--- config.mk ---
export PLATFORM = sky130hd
export DESIGN_NAME = pscp_top
export DESIGN_NICKNAME = d
export VERILOG_FILES = /design/src/design/pscp_pkg.sv /design/src/design/pscp_sync.sv /design/src/design/pscp_top.sv
export SDC_FILE = /design/constraint.sdc
export NUM_CORES = 1
export LEC_CHECK = 0
export BUFFER_PORTS_ARGS = -buffer_cell sky130_fd_sc_hd__buf_4
export CAP_MARGIN = 20
export CORE_MARGIN = 4
export CORE_UTILIZATION = 34
export DETAILED_ROUTE_END_ITERATION = 10
export PLACE_DENSITY = 0.56
export SKIP_CTS_REPAIR_TIMING = 1
export SYNTH_ARGS = -nofsm -noshare
export SYNTH_HDL_FRONTEND = slang
export SYNTH_HIERARCHICAL = 1
export SYNTH_SLANG_ARGS = --single-unit
--- constraint.sdc ---
create_clock -name clk_in -period 2.7 [get_ports clk_in]
set_input_delay 0.27 -clock clk_in [delete_from_list [all_inputs] [get_ports clk_in]]
set_output_delay 0.27 -clock clk_in [all_outputs]
set_load 0.02 [all_outputs]
--- src/design/pscp_pkg.sv ---
package pscp_pkg;
   // ***************************************************************
   // Word format
   // ***************************************************************
   localparam int unsigned WORD_BITS  = 24;
   localparam int unsigned CMD_MSB    = 23;
   localparam int unsigned CMD_LSB    = 20;
   localparam int unsigned ADDR_MSB   = 19;
   localparam int unsigned ADDR_LSB   = 16;
   localparam int unsigned DATA_MSB   = 15;
   localparam int unsigned WIPER_BITS = 10;
   localparam int unsigned NV_WORDS   = 16;
   localparam int unsigned NV_BITS    = 16;
   localparam logic [4:0]  FULL_COUNT = 5'h18;

   // ***************************************************************
   // Command codes
   // ***************************************************************
   localparam logic [3:0] CMD_NOP       = 4'h0;
   localparam logic [3:0] CMD_RESTORE   = 4'h1;
   localparam logic [3:0] CMD_SAVE      = 4'h2;
   localparam logic [3:0] CMD_NV_WRITE  = 4'h3;
   localparam logic [3:0] CMD_SHR       = 4'h4;
   localparam logic [3:0] CMD_SHR_ANY   = 4'h5;
   localparam logic [3:0] CMD_DEC       = 4'h6;
   localparam logic [3:0] CMD_DEC_ANY   = 4'h7;
   localparam logic [3:0] CMD_RESET     = 4'h8;
   localparam logic [3:0] CMD_RD_NV     = 4'h9;
   localparam logic [3:0] CMD_RD_WIPER  = 4'ha;
   localparam logic [3:0] CMD_WR_WIPER  = 4'hb;
   localparam logic [3:0] CMD_SHL       = 4'hc;
   localparam logic [3:0] CMD_SHL_ANY   = 4'hd;
   localparam logic [3:0] CMD_INC       = 4'he;
   localparam logic [3:0] CMD_INC_ANY   = 4'hf;

   // ***************************************************************
   // Store layout and reset values
   // ***************************************************************
   localparam logic [3:0]  NV_WIPER_ADDR  = 4'h0;
   localparam logic [3:0]  NV_LATCH_ADDR  = 4'h1;
   localparam int unsigned LATCH_ONE_BIT  = 0;
   localparam int unsigned LATCH_TWO_BIT  = 1;
   localparam logic [9:0]  WIPER_FACTORY  = 10'h200;
   localparam logic [9:0]  WIPER_MID      = 10'h200;
   localparam logic [9:0]  WIPER_FULL     = 10'h3ff;
   localparam logic [9:0]  WIPER_ZERO     = 10'h000;
   localparam logic [9:0]  WIPER_ONE      = 10'h001;
   localparam logic [15:0] NV_FACTORY     = 16'h0000;

   // ***************************************************************
   // Timing
   // ***************************************************************
   localparam int unsigned CLK_HZ       = 40_000_000;
   localparam int unsigned SAVE_TIME_MS = 25;
   localparam int unsigned SAVE_CYCLES  = (CLK_HZ / 1000) * SAVE_TIME_MS;
   localparam int unsigned BUSY_BITS    = 21;
endpackage : pscp_pkg

--- src/design/pscp_sync.sv ---
`timescale 1ns/1ps
module pscp_sync #(
   parameter int unsigned WIDTH = 3
) (
   input  wire logic             clk_in,
   input  wire logic             rst_in,
   input  wire logic [WIDTH-1:0] async_in,
   output logic      [WIDTH-1:0] sync_out
);
   logic [WIDTH-1:0] stage1_reg;

   // First stage feeds only the second one
   always_ff @(posedge clk_in) begin
      if (rst_in) begin
         stage1_reg <= '0;
         sync_out   <= '0;
      end else begin
         stage1_reg <= async_in;
         sync_out   <= stage1_reg;
      end
   end
endmodule : pscp_sync

--- src/design/pscp_top.sv ---
`timescale 1ns/1ps
module pscp_top #(
   parameter int unsigned SAVE_CYCLES = pscp_pkg::SAVE_CYCLES
) (
   input  wire logic       clk_in,
   input  wire logic       rst_in,
   input  wire logic       factory_init_in,
   input  wire logic       link_clk_in,
   input  wire logic       chip_select_n_in,
   input  wire logic       serial_in_pin_in,
   output logic            serial_out_pin_out,
   output logic            serial_out_pin_oe_out,
   output logic            ready_out,
   output logic            read_program_out,
   output logic [9:0]      wiper_setting_out,
   output logic            latched_output_one_out,
   output logic            latched_output_two_out
);
   // ***************************************************************
   // Types and declarations
   // ***************************************************************
   typedef enum logic [3:0] {
      ST_IDLE  = 4'h1,
      ST_SHIFT = 4'h2,
      ST_EXEC  = 4'h4,
      ST_BUSY  = 4'h8
   } pscp_state_e;

   pscp_state_e                        state_reg;
   logic [2:0]                         sync_q;
   logic                               sclk_s;
   logic                               cs_n_s;
   logic                               sdi_s;
   logic                               sclk_prev_reg;
   logic                               cs_n_prev_reg;
   logic                               sclk_rise;
   logic                               sclk_fall;
   logic                               cs_fall;
   logic                               cs_rise;
   logic [pscp_pkg::WORD_BITS-1:0]     shift_reg;
   logic [4:0]                         bit_cnt_reg;
   logic [3:0]                         cmd_reg;
   logic [3:0]                         addr_reg;
   logic [15:0]                        data_reg;
   logic [3:0]                         last_cmd_reg;
   logic                               repeat_ok_reg;
   logic [9:0]                         wiper_reg;
   logic [15:0]                        nv_reg [pscp_pkg::NV_WORDS];
   logic [pscp_pkg::BUSY_BITS-1:0]     busy_cnt_reg;
   logic                               sdo_bit_reg;
   logic                               word_ok;
   logic                               bare_strobe;

   // Wiper commands accept address 0 or 1 only; the _ANY forms, CMD_NOP, CMD_RESET, CMD_NV_WRITE and CMD_RD_NV accept any address
   function automatic logic pscp_wiper_addr_ok(input logic [3:0] cmd, input logic [3:0] addr);
      logic any_addr;
      any_addr = (cmd == pscp_pkg::CMD_SHR_ANY) || (cmd == pscp_pkg::CMD_DEC_ANY) ||
                 (cmd == pscp_pkg::CMD_SHL_ANY) || (cmd == pscp_pkg::CMD_INC_ANY) ||
                 (cmd == pscp_pkg::CMD_NOP) || (cmd == pscp_pkg::CMD_RESET) ||
                 (cmd == pscp_pkg::CMD_NV_WRITE) || (cmd == pscp_pkg::CMD_RD_NV);
      return any_addr || (addr[3:1] == 3'h0);
   endfunction : pscp_wiper_addr_ok

   function automatic logic pscp_is_step(input logic [3:0] cmd);
      return (cmd[3:2] == 2'b01) || (cmd[3:2] == 2'b11);
   endfunction : pscp_is_step

   // ***************************************************************
   // Pin sampling and edges
   // ***************************************************************
   pscp_sync #(
      .WIDTH    (3)
   ) u_sync (
      .clk_in   (clk_in),
      .rst_in   (rst_in),
      .async_in ({serial_in_pin_in, chip_select_n_in, link_clk_in}),
      .sync_out (sync_q)
   );

   assign sclk_s = sync_q[0];
   assign cs_n_s = sync_q[1];
   assign sdi_s  = sync_q[2];

   always_ff @(posedge clk_in) begin
      if (rst_in) begin
         sclk_prev_reg <= 1'b0;
         cs_n_prev_reg <= 1'b1;
      end else begin
         sclk_prev_reg <= sclk_s;
         cs_n_prev_reg <= cs_n_s;
      end
   end

   // Both modes sample on the rising edge and change data on the falling one
   assign sclk_rise = sclk_s & ~sclk_prev_reg;
   assign sclk_fall = ~sclk_s & sclk_prev_reg;
   assign cs_fall   = ~cs_n_s & cs_n_prev_reg;
   assign cs_rise   = cs_n_s & ~cs_n_prev_reg;

   // Only a full word, or a bare strobe after a step command, is acted on
   assign word_ok     = (bit_cnt_reg == pscp_pkg::FULL_COUNT);
   assign bare_strobe = (bit_cnt_reg == 5'h00) && repeat_ok_reg;

   // ***************************************************************
   // Control sequence
   // ***************************************************************
   always_ff @(posedge clk_in) begin
      if (rst_in) begin
         state_reg    <= ST_IDLE;
         busy_cnt_reg <= '0;
      end else begin
         case (state_reg)
            ST_IDLE: begin
               if (cs_fall) begin
                  state_reg <= ST_SHIFT;
               end
            end
            ST_SHIFT: begin
               if (cs_rise) begin
                  state_reg <= (word_ok || bare_strobe) ? ST_EXEC : ST_IDLE;
               end
            end
            ST_EXEC: begin
               if ((cmd_reg == pscp_pkg::CMD_SAVE || cmd_reg == pscp_pkg::CMD_NV_WRITE) &&
                   pscp_wiper_addr_ok(cmd_reg, addr_reg)) begin
                  state_reg    <= ST_BUSY;
                  busy_cnt_reg <= pscp_pkg::BUSY_BITS'(SAVE_CYCLES - 1);
               end else begin
                  state_reg <= ST_IDLE;
               end
            end
            ST_BUSY: begin
               // Shift register stays locked until the save time runs out
               if (busy_cnt_reg == '0) begin
                  state_reg <= ST_IDLE;
               end else begin
                  busy_cnt_reg <= busy_cnt_reg - 1'b1;
               end
            end
            default: begin
               state_reg <= ST_IDLE;
            end
         endcase
      end
   end

   always_ff @(posedge clk_in) begin
      if (rst_in) begin
         ready_out <= 1'b1;
      end else begin
         ready_out <= (state_reg != ST_BUSY) &&
                      !(state_reg == ST_EXEC && (cmd_reg == pscp_pkg::CMD_SAVE ||
                        cmd_reg == pscp_pkg::CMD_NV_WRITE));
      end
   end

   // ***************************************************************
   // Serial shift path
   // ***************************************************************
   always_ff @(posedge clk_in) begin
      if (rst_in) begin
         shift_reg   <= '0;
         bit_cnt_reg <= 5'h00;
         sdo_bit_reg <= 1'b1;
      end else begin
         case (state_reg)
            ST_IDLE: begin
               if (cs_fall) begin
                  bit_cnt_reg <= 5'h00;
                  sdo_bit_reg <= shift_reg[pscp_pkg::WORD_BITS-1];
               end
            end
            ST_SHIFT: begin
               if (sclk_rise) begin
                  shift_reg <= {shift_reg[pscp_pkg::WORD_BITS-2:0], sdi_s};
                  // Count saturates so that a chained stream keeps the last word
                  if (bit_cnt_reg != pscp_pkg::FULL_COUNT) begin
                     bit_cnt_reg <= bit_cnt_reg + 5'h01;
                  end
               end else if (sclk_fall && bit_cnt_reg != 5'h00) begin
                  // Idle-high mode opens with a fall that must not shift
                  sdo_bit_reg <= shift_reg[pscp_pkg::WORD_BITS-1];
               end
            end
            ST_EXEC: begin
               bit_cnt_reg <= 5'h00;
               if (cmd_reg == pscp_pkg::CMD_RD_NV) begin
                  shift_reg[pscp_pkg::DATA_MSB:0] <= nv_reg[addr_reg];
               end else if (cmd_reg == pscp_pkg::CMD_RD_WIPER &&
                            pscp_wiper_addr_ok(cmd_reg, addr_reg)) begin
                  shift_reg[pscp_pkg::DATA_MSB:0] <= {6'h00, wiper_reg};
               end
            end
            default: begin
               bit_cnt_reg <= bit_cnt_reg;
            end
         endcase
      end
   end

   // Open drain: pull low only while selected and sending a zero
   always_ff @(posedge clk_in) begin
      if (rst_in) begin
         serial_out_pin_out    <= 1'b0;
         serial_out_pin_oe_out <= 1'b0;
      end else begin
         serial_out_pin_out    <= 1'b0;
         serial_out_pin_oe_out <= (state_reg == ST_SHIFT) && !cs_n_s && !sdo_bit_reg;
      end
   end

   // ***************************************************************
   // Command capture
   // ***************************************************************
   always_ff @(posedge clk_in) begin
      if (rst_in) begin
         cmd_reg       <= pscp_pkg::CMD_NOP;
         addr_reg      <= 4'h0;
         data_reg      <= 16'h0000;
         last_cmd_reg  <= pscp_pkg::CMD_NOP;
         repeat_ok_reg <= 1'b0;
      end else if (state_reg == ST_SHIFT && cs_rise) begin
         if (word_ok) begin
            cmd_reg  <= shift_reg[pscp_pkg::CMD_MSB:pscp_pkg::CMD_LSB];
            addr_reg <= shift_reg[pscp_pkg::ADDR_MSB:pscp_pkg::ADDR_LSB];
            data_reg <= shift_reg[pscp_pkg::DATA_MSB:0];
            last_cmd_reg  <= shift_reg[pscp_pkg::CMD_MSB:pscp_pkg::CMD_LSB];
            repeat_ok_reg <= pscp_is_step(shift_reg[pscp_pkg::CMD_MSB:pscp_pkg::CMD_LSB]) &&
                             pscp_wiper_addr_ok(shift_reg[pscp_pkg::CMD_MSB:pscp_pkg::CMD_LSB],
                                shift_reg[pscp_pkg::ADDR_MSB:pscp_pkg::ADDR_LSB]);
         end else if (bare_strobe) begin
            cmd_reg  <= last_cmd_reg;
            addr_reg <= 4'h0;
         end
      end
   end

   // ***************************************************************
   // Wiper and store
   // ***************************************************************
   always_ff @(posedge clk_in) begin
      if (rst_in) begin
         wiper_reg <= nv_reg[pscp_pkg::NV_WIPER_ADDR][pscp_pkg::WIPER_BITS-1:0];
      end else if (state_reg == ST_EXEC && pscp_wiper_addr_ok(cmd_reg, addr_reg)) begin
         // Step and shift commands never read data_reg
         case (cmd_reg)
            pscp_pkg::CMD_RESTORE, pscp_pkg::CMD_RESET: begin
               wiper_reg <= nv_reg[pscp_pkg::NV_WIPER_ADDR][pscp_pkg::WIPER_BITS-1:0];
            end
            pscp_pkg::CMD_SHR, pscp_pkg::CMD_SHR_ANY: begin
               wiper_reg <= wiper_reg >> 1;
            end
            pscp_pkg::CMD_DEC, pscp_pkg::CMD_DEC_ANY: begin
               if (wiper_reg != pscp_pkg::WIPER_ZERO) begin
                  wiper_reg <= wiper_reg - 10'h001;
               end
            end
            pscp_pkg::CMD_WR_WIPER: begin
               wiper_reg <= data_reg[pscp_pkg::WIPER_BITS-1:0];
            end
            pscp_pkg::CMD_SHL, pscp_pkg::CMD_SHL_ANY: begin
               if (wiper_reg == pscp_pkg::WIPER_ZERO) begin
                  wiper_reg <= pscp_pkg::WIPER_ONE;
               end else if (wiper_reg >= pscp_pkg::WIPER_MID) begin
                  wiper_reg <= pscp_pkg::WIPER_FULL;
               end else begin
                  wiper_reg <= {wiper_reg[8:0], 1'b0};
               end
            end
            pscp_pkg::CMD_INC, pscp_pkg::CMD_INC_ANY: begin
               if (wiper_reg != pscp_pkg::WIPER_FULL) begin
                  wiper_reg <= wiper_reg + 10'h001;
               end
            end
            default: begin
               wiper_reg <= wiper_reg;
            end
         endcase
      end
   end

   // Store models nonvolatile cells, so the ordinary reset leaves it alone
   always_ff @(posedge clk_in) begin
      if (factory_init_in) begin
         for (int i = 0; i < pscp_pkg::NV_WORDS; i++) begin
            nv_reg[i] <= pscp_pkg::NV_FACTORY;
         end
         nv_reg[pscp_pkg::NV_WIPER_ADDR] <= {6'h00, pscp_pkg::WIPER_FACTORY};
      end else if (state_reg == ST_EXEC && pscp_wiper_addr_ok(cmd_reg, addr_reg)) begin
         if (cmd_reg == pscp_pkg::CMD_SAVE) begin
            nv_reg[pscp_pkg::NV_WIPER_ADDR] <= {6'h00, wiper_reg};
         end else if (cmd_reg == pscp_pkg::CMD_NV_WRITE) begin
            nv_reg[addr_reg] <= data_reg;
         end
      end
   end

   // ***************************************************************
   // Status and latched outputs
   // ***************************************************************
   always_ff @(posedge clk_in) begin
      if (rst_in) begin
         read_program_out <= 1'b0;
      end else if (state_reg == ST_EXEC) begin
         if (cmd_reg == pscp_pkg::CMD_RESTORE && pscp_wiper_addr_ok(cmd_reg, addr_reg)) begin
            read_program_out <= 1'b1;
         end else if (cmd_reg == pscp_pkg::CMD_NOP) begin
            read_program_out <= 1'b0;
         end
      end
   end

   always_ff @(posedge clk_in) begin
      if (rst_in) begin
         wiper_setting_out      <= pscp_pkg::WIPER_ZERO;
         latched_output_one_out <= 1'b0;
         latched_output_two_out <= 1'b0;
      end else begin
         wiper_setting_out      <= wiper_reg;
         latched_output_one_out <= nv_reg[pscp_pkg::NV_LATCH_ADDR][pscp_pkg::LATCH_ONE_BIT];
         latched_output_two_out <= nv_reg[pscp_pkg::NV_LATCH_ADDR][pscp_pkg::LATCH_TWO_BIT];
      end
   end
endmodule : pscp_top

# Word level (Yosys, flattened, before mapping)
# Memories as Yosys holds them, arrays and structs flattened. A register that Yosys moved wholly into a read port is not among the register bits.
# Index checks and enable logic that the tools add are counted.
# classes
n_addsub,4
n_reduce_logical,67
bitwise,10
n_eq_ne,44
mux,52
n_lt_le_gt_ge,1
# ops
operator,count
2-to-1 mux 16 bit,6
2-to-1 mux 10 bit,6
case mux 10 bit (6 select lines),1
== test 4 bit (second input constant),13
2-to-1 mux 4 bit,11
2-to-1 mux 21 bit,2
case mux 21 bit (2 select lines),1
case mux 16 bit (2 select lines),1
== test 4 x 3 -> 1 bit (second input constant),7
zero test 21 bit,1
subtractor 21 x 1 -> 21 bit (second input constant),1
logical OR 1 bit,19
inequality test 2 bit (second input constant),9
2-to-1 mux 1 bit,17
== test 4 x 2 -> 1 bit (second input constant),4
case mux 4 bit (4 select lines),1
OR reduction 16 bit,1
2-to-1 mux 5 bit,3
case mux 5 bit (3 select lines),1
logical AND 1 bit,12
AND reduction 4 bit,3
nonzero test 2 bit,6
adder 10 x 1 -> 10 bit (second input constant),1
greater-or-equal comparator 10 bit (second input constant),1
28 further kinds,50
# word_totals
n_memories,1
ram_bits,256
output_inout_bits,16
register_bits,115
elab_cells,199
# mem_list
memory,words,word_bits,rd,rd_clocked_by_memory_dff,write_ports,line_no,text
nv_reg,16,16,3,2,16,pscp_top.sv:48,logic [15:0] nv_reg [pscp_pkg::NV_WORDS];

# Longest topological paths before layout
# depth
depth_word,15
ltp_mapped,10

# Cells and area by module
# Netlist, hierarchy kept.
# modules_own_cells
mod,area_each_um2,cells_per_inst,n_inst
pscp_top,17105.2,1361,1
pscp_sync,157.7,12,1

# Worst setup path before layout
# No wires, ideal clock.
# synth_timing
path_kind,reg-to-reg
start,reg cmd_reg[1]
end,reg wiper_reg[4] (data pin)
arrival_time_ns,2.232
synth_period_minus_slack_ns,2.503
path_slack_ns,0.197
required_ns,2.430
stages_incl_launch_ff,11
setup_ns,0.270
cell_sequence,dfxtp_1 > clkbuf_1 > and3_1 > clkbuf_1 > xnor2_1 > ha_1 > or4_1 > mux2i_1 > xor2_1 > a221oi_1 > a21oi_1
# synth_between
elab_chain_cells,5
elab_cells_between_ends,19
# synth_lines
item,line_no,text
start: declaration,pscp_top.sv:42,logic [3:0] cmd_reg;
start signal: assignment,pscp_top.sv:217,cmd_reg <= pscp_pkg::CMD_NOP;
start signal: assignment,pscp_top.sv:224,cmd_reg <= shift_reg[pscp_pkg::CMD_MSB:pscp_pkg::CMD_LSB];
start signal: assignment,pscp_top.sv:232,cmd_reg <= last_cmd_reg;
== test 4 bit (tied with other cells),pscp_top.sv:246,case (cmd_reg)
OR reduction 2 bit,pscp_top.sv:246,
case mux 10 bit (6 select lines) (*),pscp_top.sv:246,
2-to-1 mux 10 bit (*),pscp_top.sv:244,"end else if (state_reg == ST_EXEC && pscp_wiper_addr_ok(cmd_reg, addr_reg)) begin"
2-to-1 mux 10 bit (*),pscp_top.sv:242,if (rst_in) begin
end signal: assignment,pscp_top.sv:243,wiper_reg <= nv_reg[pscp_pkg::NV_WIPER_ADDR][pscp_pkg::WIPER_BITS-1:0];
end signal: assignment,pscp_top.sv:248,wiper_reg <= nv_reg[pscp_pkg::NV_WIPER_ADDR][pscp_pkg::WIPER_BITS-1:0];
end signal: assignment,pscp_top.sv:251,wiper_reg <= wiper_reg >> 1;
end: declaration,pscp_top.sv:47,logic [9:0] wiper_reg;
# Every way passes the cells marked *; elsewhere a longest branch is shown, timed or not. The select of a mux whose other input is x is not followed.
# A chain may end at the register's enable or synchronous reset.

==> flow_metrics.env <==
export IMPL_numPortBuffers=20
export IMPL_reg2reg_depth=7
export IMPL_peakVddDrop_uv=414
export IMPL_required_ns=2.97
export IMPL_cp_depth=7
export IMPL_worstHoldStart="rst_in"
export IMPL_place_inst=2033
export IMPL_cts_sinks=377
export IMPL_synth_top_area_share_pct=46.3
export IMPL_cp_max_fo=16
export IMPL_relSlewSlack_pct=34.1
export IMPL_r2r_setup_slack_ns=0.20
export IMPL_synth_flop_cell="edfxtp_1"
export IMPL_largest_register_ffs=256
export IMPL_setup_viol=0
export IMPL_synth_edff_count=266
export IMPL_row_count=82
export IMPL_antenna_found_initial=0
export IMPL_fin_hold_ws_ns=0.188
export IMPL_synth_seq_cells=377
export IMPL_route_detailed_drc=0
export IMPL_dp_hpwl_um=29900
export IMPL_dieArea_sq_mm=0.0544
export IMPL_area_delta_synth_final_pct=14.6
export IMPL_dpl_cell_area_sq_mm=0.0184
export IMPL_reg2reg_from="state_reg[2]"
export IMPL_syn_instance_count=1373
export IMPL_path_buf_inv=2
export IMPL_r2r_end="nv_reg[0][0]"
export IMPL_grt_pass1_wl_um=69300
export IMPL_num_vias=11000
export IMPL_grt_pass1_vias=10900
export IMPL_yosysUniqueCellTypes=70
export IMPL_vias_per_cell=5.22
export IMPL_netlist_top_cells_count="edfxtp_1, and2_1, dfxtp_1"
export IMPL_cp_arrival_ns=2.78
export IMPL_fin_util_pct=39.4
export IMPL_die_x_um=233
export IMPL_yosysWarnings=6
export IMPL_hold_viol=0
export IMPL_cts_max_path_buffers=3
export IMPL_cp_slowest_cell="dfxtp_1"
export IMPL_synthArstFlopShare_pct=0
export IMPL_p_leak_uw=0.00678
export IMPL_min_path_type="input port to flop"
export IMPL_slew_viol_final=0
export IMPL_io_pins=22
export IMPL_drtAntennaViolNets=0
export IMPL_wl_um=45900
export IMPL_critical_path_class="flop to flop"
export IMPL_core_sq_mm=0.0502
export IMPL_min_to="u_sync/sync_out[1]"
export IMPL_period_minus_slack_ns=2.50
export IMPL_clock_fmax_mhz=400
export IMPL_drv_cap=0
export IMPL_root_buffer="clkbuf_16"
export IMPL_wire_per_inst_um=21.7
export IMPL_status="completed"
export IMPL_cp_start_kind="flop"
export IMPL_ys_top_cells_by_area="edfxtp_1, dfxtp_1, and2_1, mux4_2, mux2i_1"
export IMPL_grtUsageTotal_pct=16.8
export IMPL_worstSetupEndpointType="flop"
export IMPL_yosysTopAreaCell="edfxtp_1"
export IMPL_htreeDepth=2
export IMPL_whs_path_depth=2
export IMPL_powerDensity_mw_per_mm2=633
export IMPL_cts_buffers=42
export IMPL_grt_overflow=0
export IMPL_final_nets=1418
export IMPL_start_util_pct=34.4
export IMPL_drt_iter0_markers=961
export IMPL_worst_pin_slew_ns=0.988
export IMPL_cpLargestDelayFamily="simple AND/OR/NAND/NOR gates"
export IMPL_crit_chain="nor3b_1 -> buf_4 -> nand2_1 -> or2_2 -> nor2_1 -> or3_1 -> buf_12"
export IMPL_syn_area_sq_mm=0.0173
export IMPL_crit_path_max_incr_delay_ns=0.55
export IMPL_instances_no_fill=2113
export IMPL_die_height_um=233
export IMPL_clkTransAtPathRegs_ns=0.06
export IMPL_clock_latency_ns=0.57
export IMPL_ys_seq_area_share_pct=59.1
export IMPL_drive_gt1_share_pct=17.3
export IMPL_tritoncts="yes"
export IMPL_yosysMostFrequentCell="edfxtp_1"
export IMPL_rsz0062_at_grt="no"
export IMPL_fin_area_sq_mm=0.0198
export IMPL_syn_area_per_cell_sq_um=12.6
export IMPL_synth_nets=1383
export IMPL_drtPass1Iterations=5
export IMPL_period_share_pct=92.7
export IMPL_grt_max_degree=52
export IMPL_place_congestion=0.838
export IMPL_setup_tns_final_ns=0
export IMPL_clock_skew_ns=0.0205
-- final cells by class --
cell class	count	area [sq um]
well taps	672	841
repair buffers	91	728
inverters	9	33.8
fillers	4715	30400
diodes	1	2.50
clock inverters	25	233
clock buffers	51	1130
flip-flops and latches	377	10200
multi-input cells	887	6600
-- kinds of logic (layout without fill, tap and decap cells) --
group	after synthesis	count (layout)	share of synthesized area [%]
other	1	2	0.0217
buffers and inverters	109	176	2.65
AND/OR/NAND/NOR	558	558	18.3
AO/OA/AOI/OAI	198	198	7.76
flip-flops	377	377	59.1
multiplexers	104	104	10.7
adder cells (fa/ha/maj)	4	4	0.290
XOR/XNOR	22	22	1.12
-- metal layers --
layer	up-vias	share of wire (%)	GRT usage, %
met5	-	0	0
met2	287	46	26.2
met4	0	2.4	4.99
li1	5128	-	-
met1	5553	46	23.9
met3	62	5.5	3.13
-- how the worst max path moves through the flow --
stage	startpoint	end	slack, ns
2_1_floorplan	cmd_reg[1]	wiper_reg[4]	0.20
4_1_cts	state_reg[2]	nv_reg[11][6]	0.24
3_3_place_gp	state_reg[2]	nv_reg[0][4]	0.28
6_report	state_reg[2]	nv_reg[0][0]	0.20
3_5_place_dp	state_reg[2]	nv_reg[0][0]	0.27
5_1_grt	state_reg[2]	nv_reg[0][8]	0.04
-- report_power, final --
group	leakage [uW]	switching (uW)	total [uW]	internal (uW)
Sequential	0.00364	84.2	6420	6330
Combinational	0.00247	245	387	142
Clock	0.000668	2360	5710	3350
Total	0.00678	2690	12500	9820
-- placed cells by master, fill, tap and decap left out, types with 4 or more instances in the layout --
cell and n:
or2_2 20, o21ai_1 12, clkbuf_1 6, a2111oi_0 6
nand2_1 74, clkinv_2 7, a31oi_1 8, inv_1 9
or3_1 10, dfxtp_1 108, nor4_1 8, mux4_2 64
o21ai_0 27, a22oi_1 15, nand3_1 13, and3_1 9
nand3b_1 7, edfxtp_1 266, nand2b_1 7, nor2_1 88
a211oi_1 13, clkinv_1 12, mux2i_1 40, xnor2_1 20
nor2b_1 23, o22ai_1 10, ha_1 4, a22o_1 10
a21oi_1 56, bufinv_16 4, o211ai_1 4, clkbuf_16 43
o221a_1 16, buf_4 85, and2_1 248, nor3_1 17
-- through the flow --
stage	power (uW)	setup WS, ns
2_1_floorplan	6760	0.197
3_3_place_gp	6910	0.281
3_5_place_dp	6920	0.270
4_1_cts	12600	0.238
5_1_grt	12900	0.0373
6_report	12500	0.198
No activity file was read; power rests on OpenSTA's default activity.
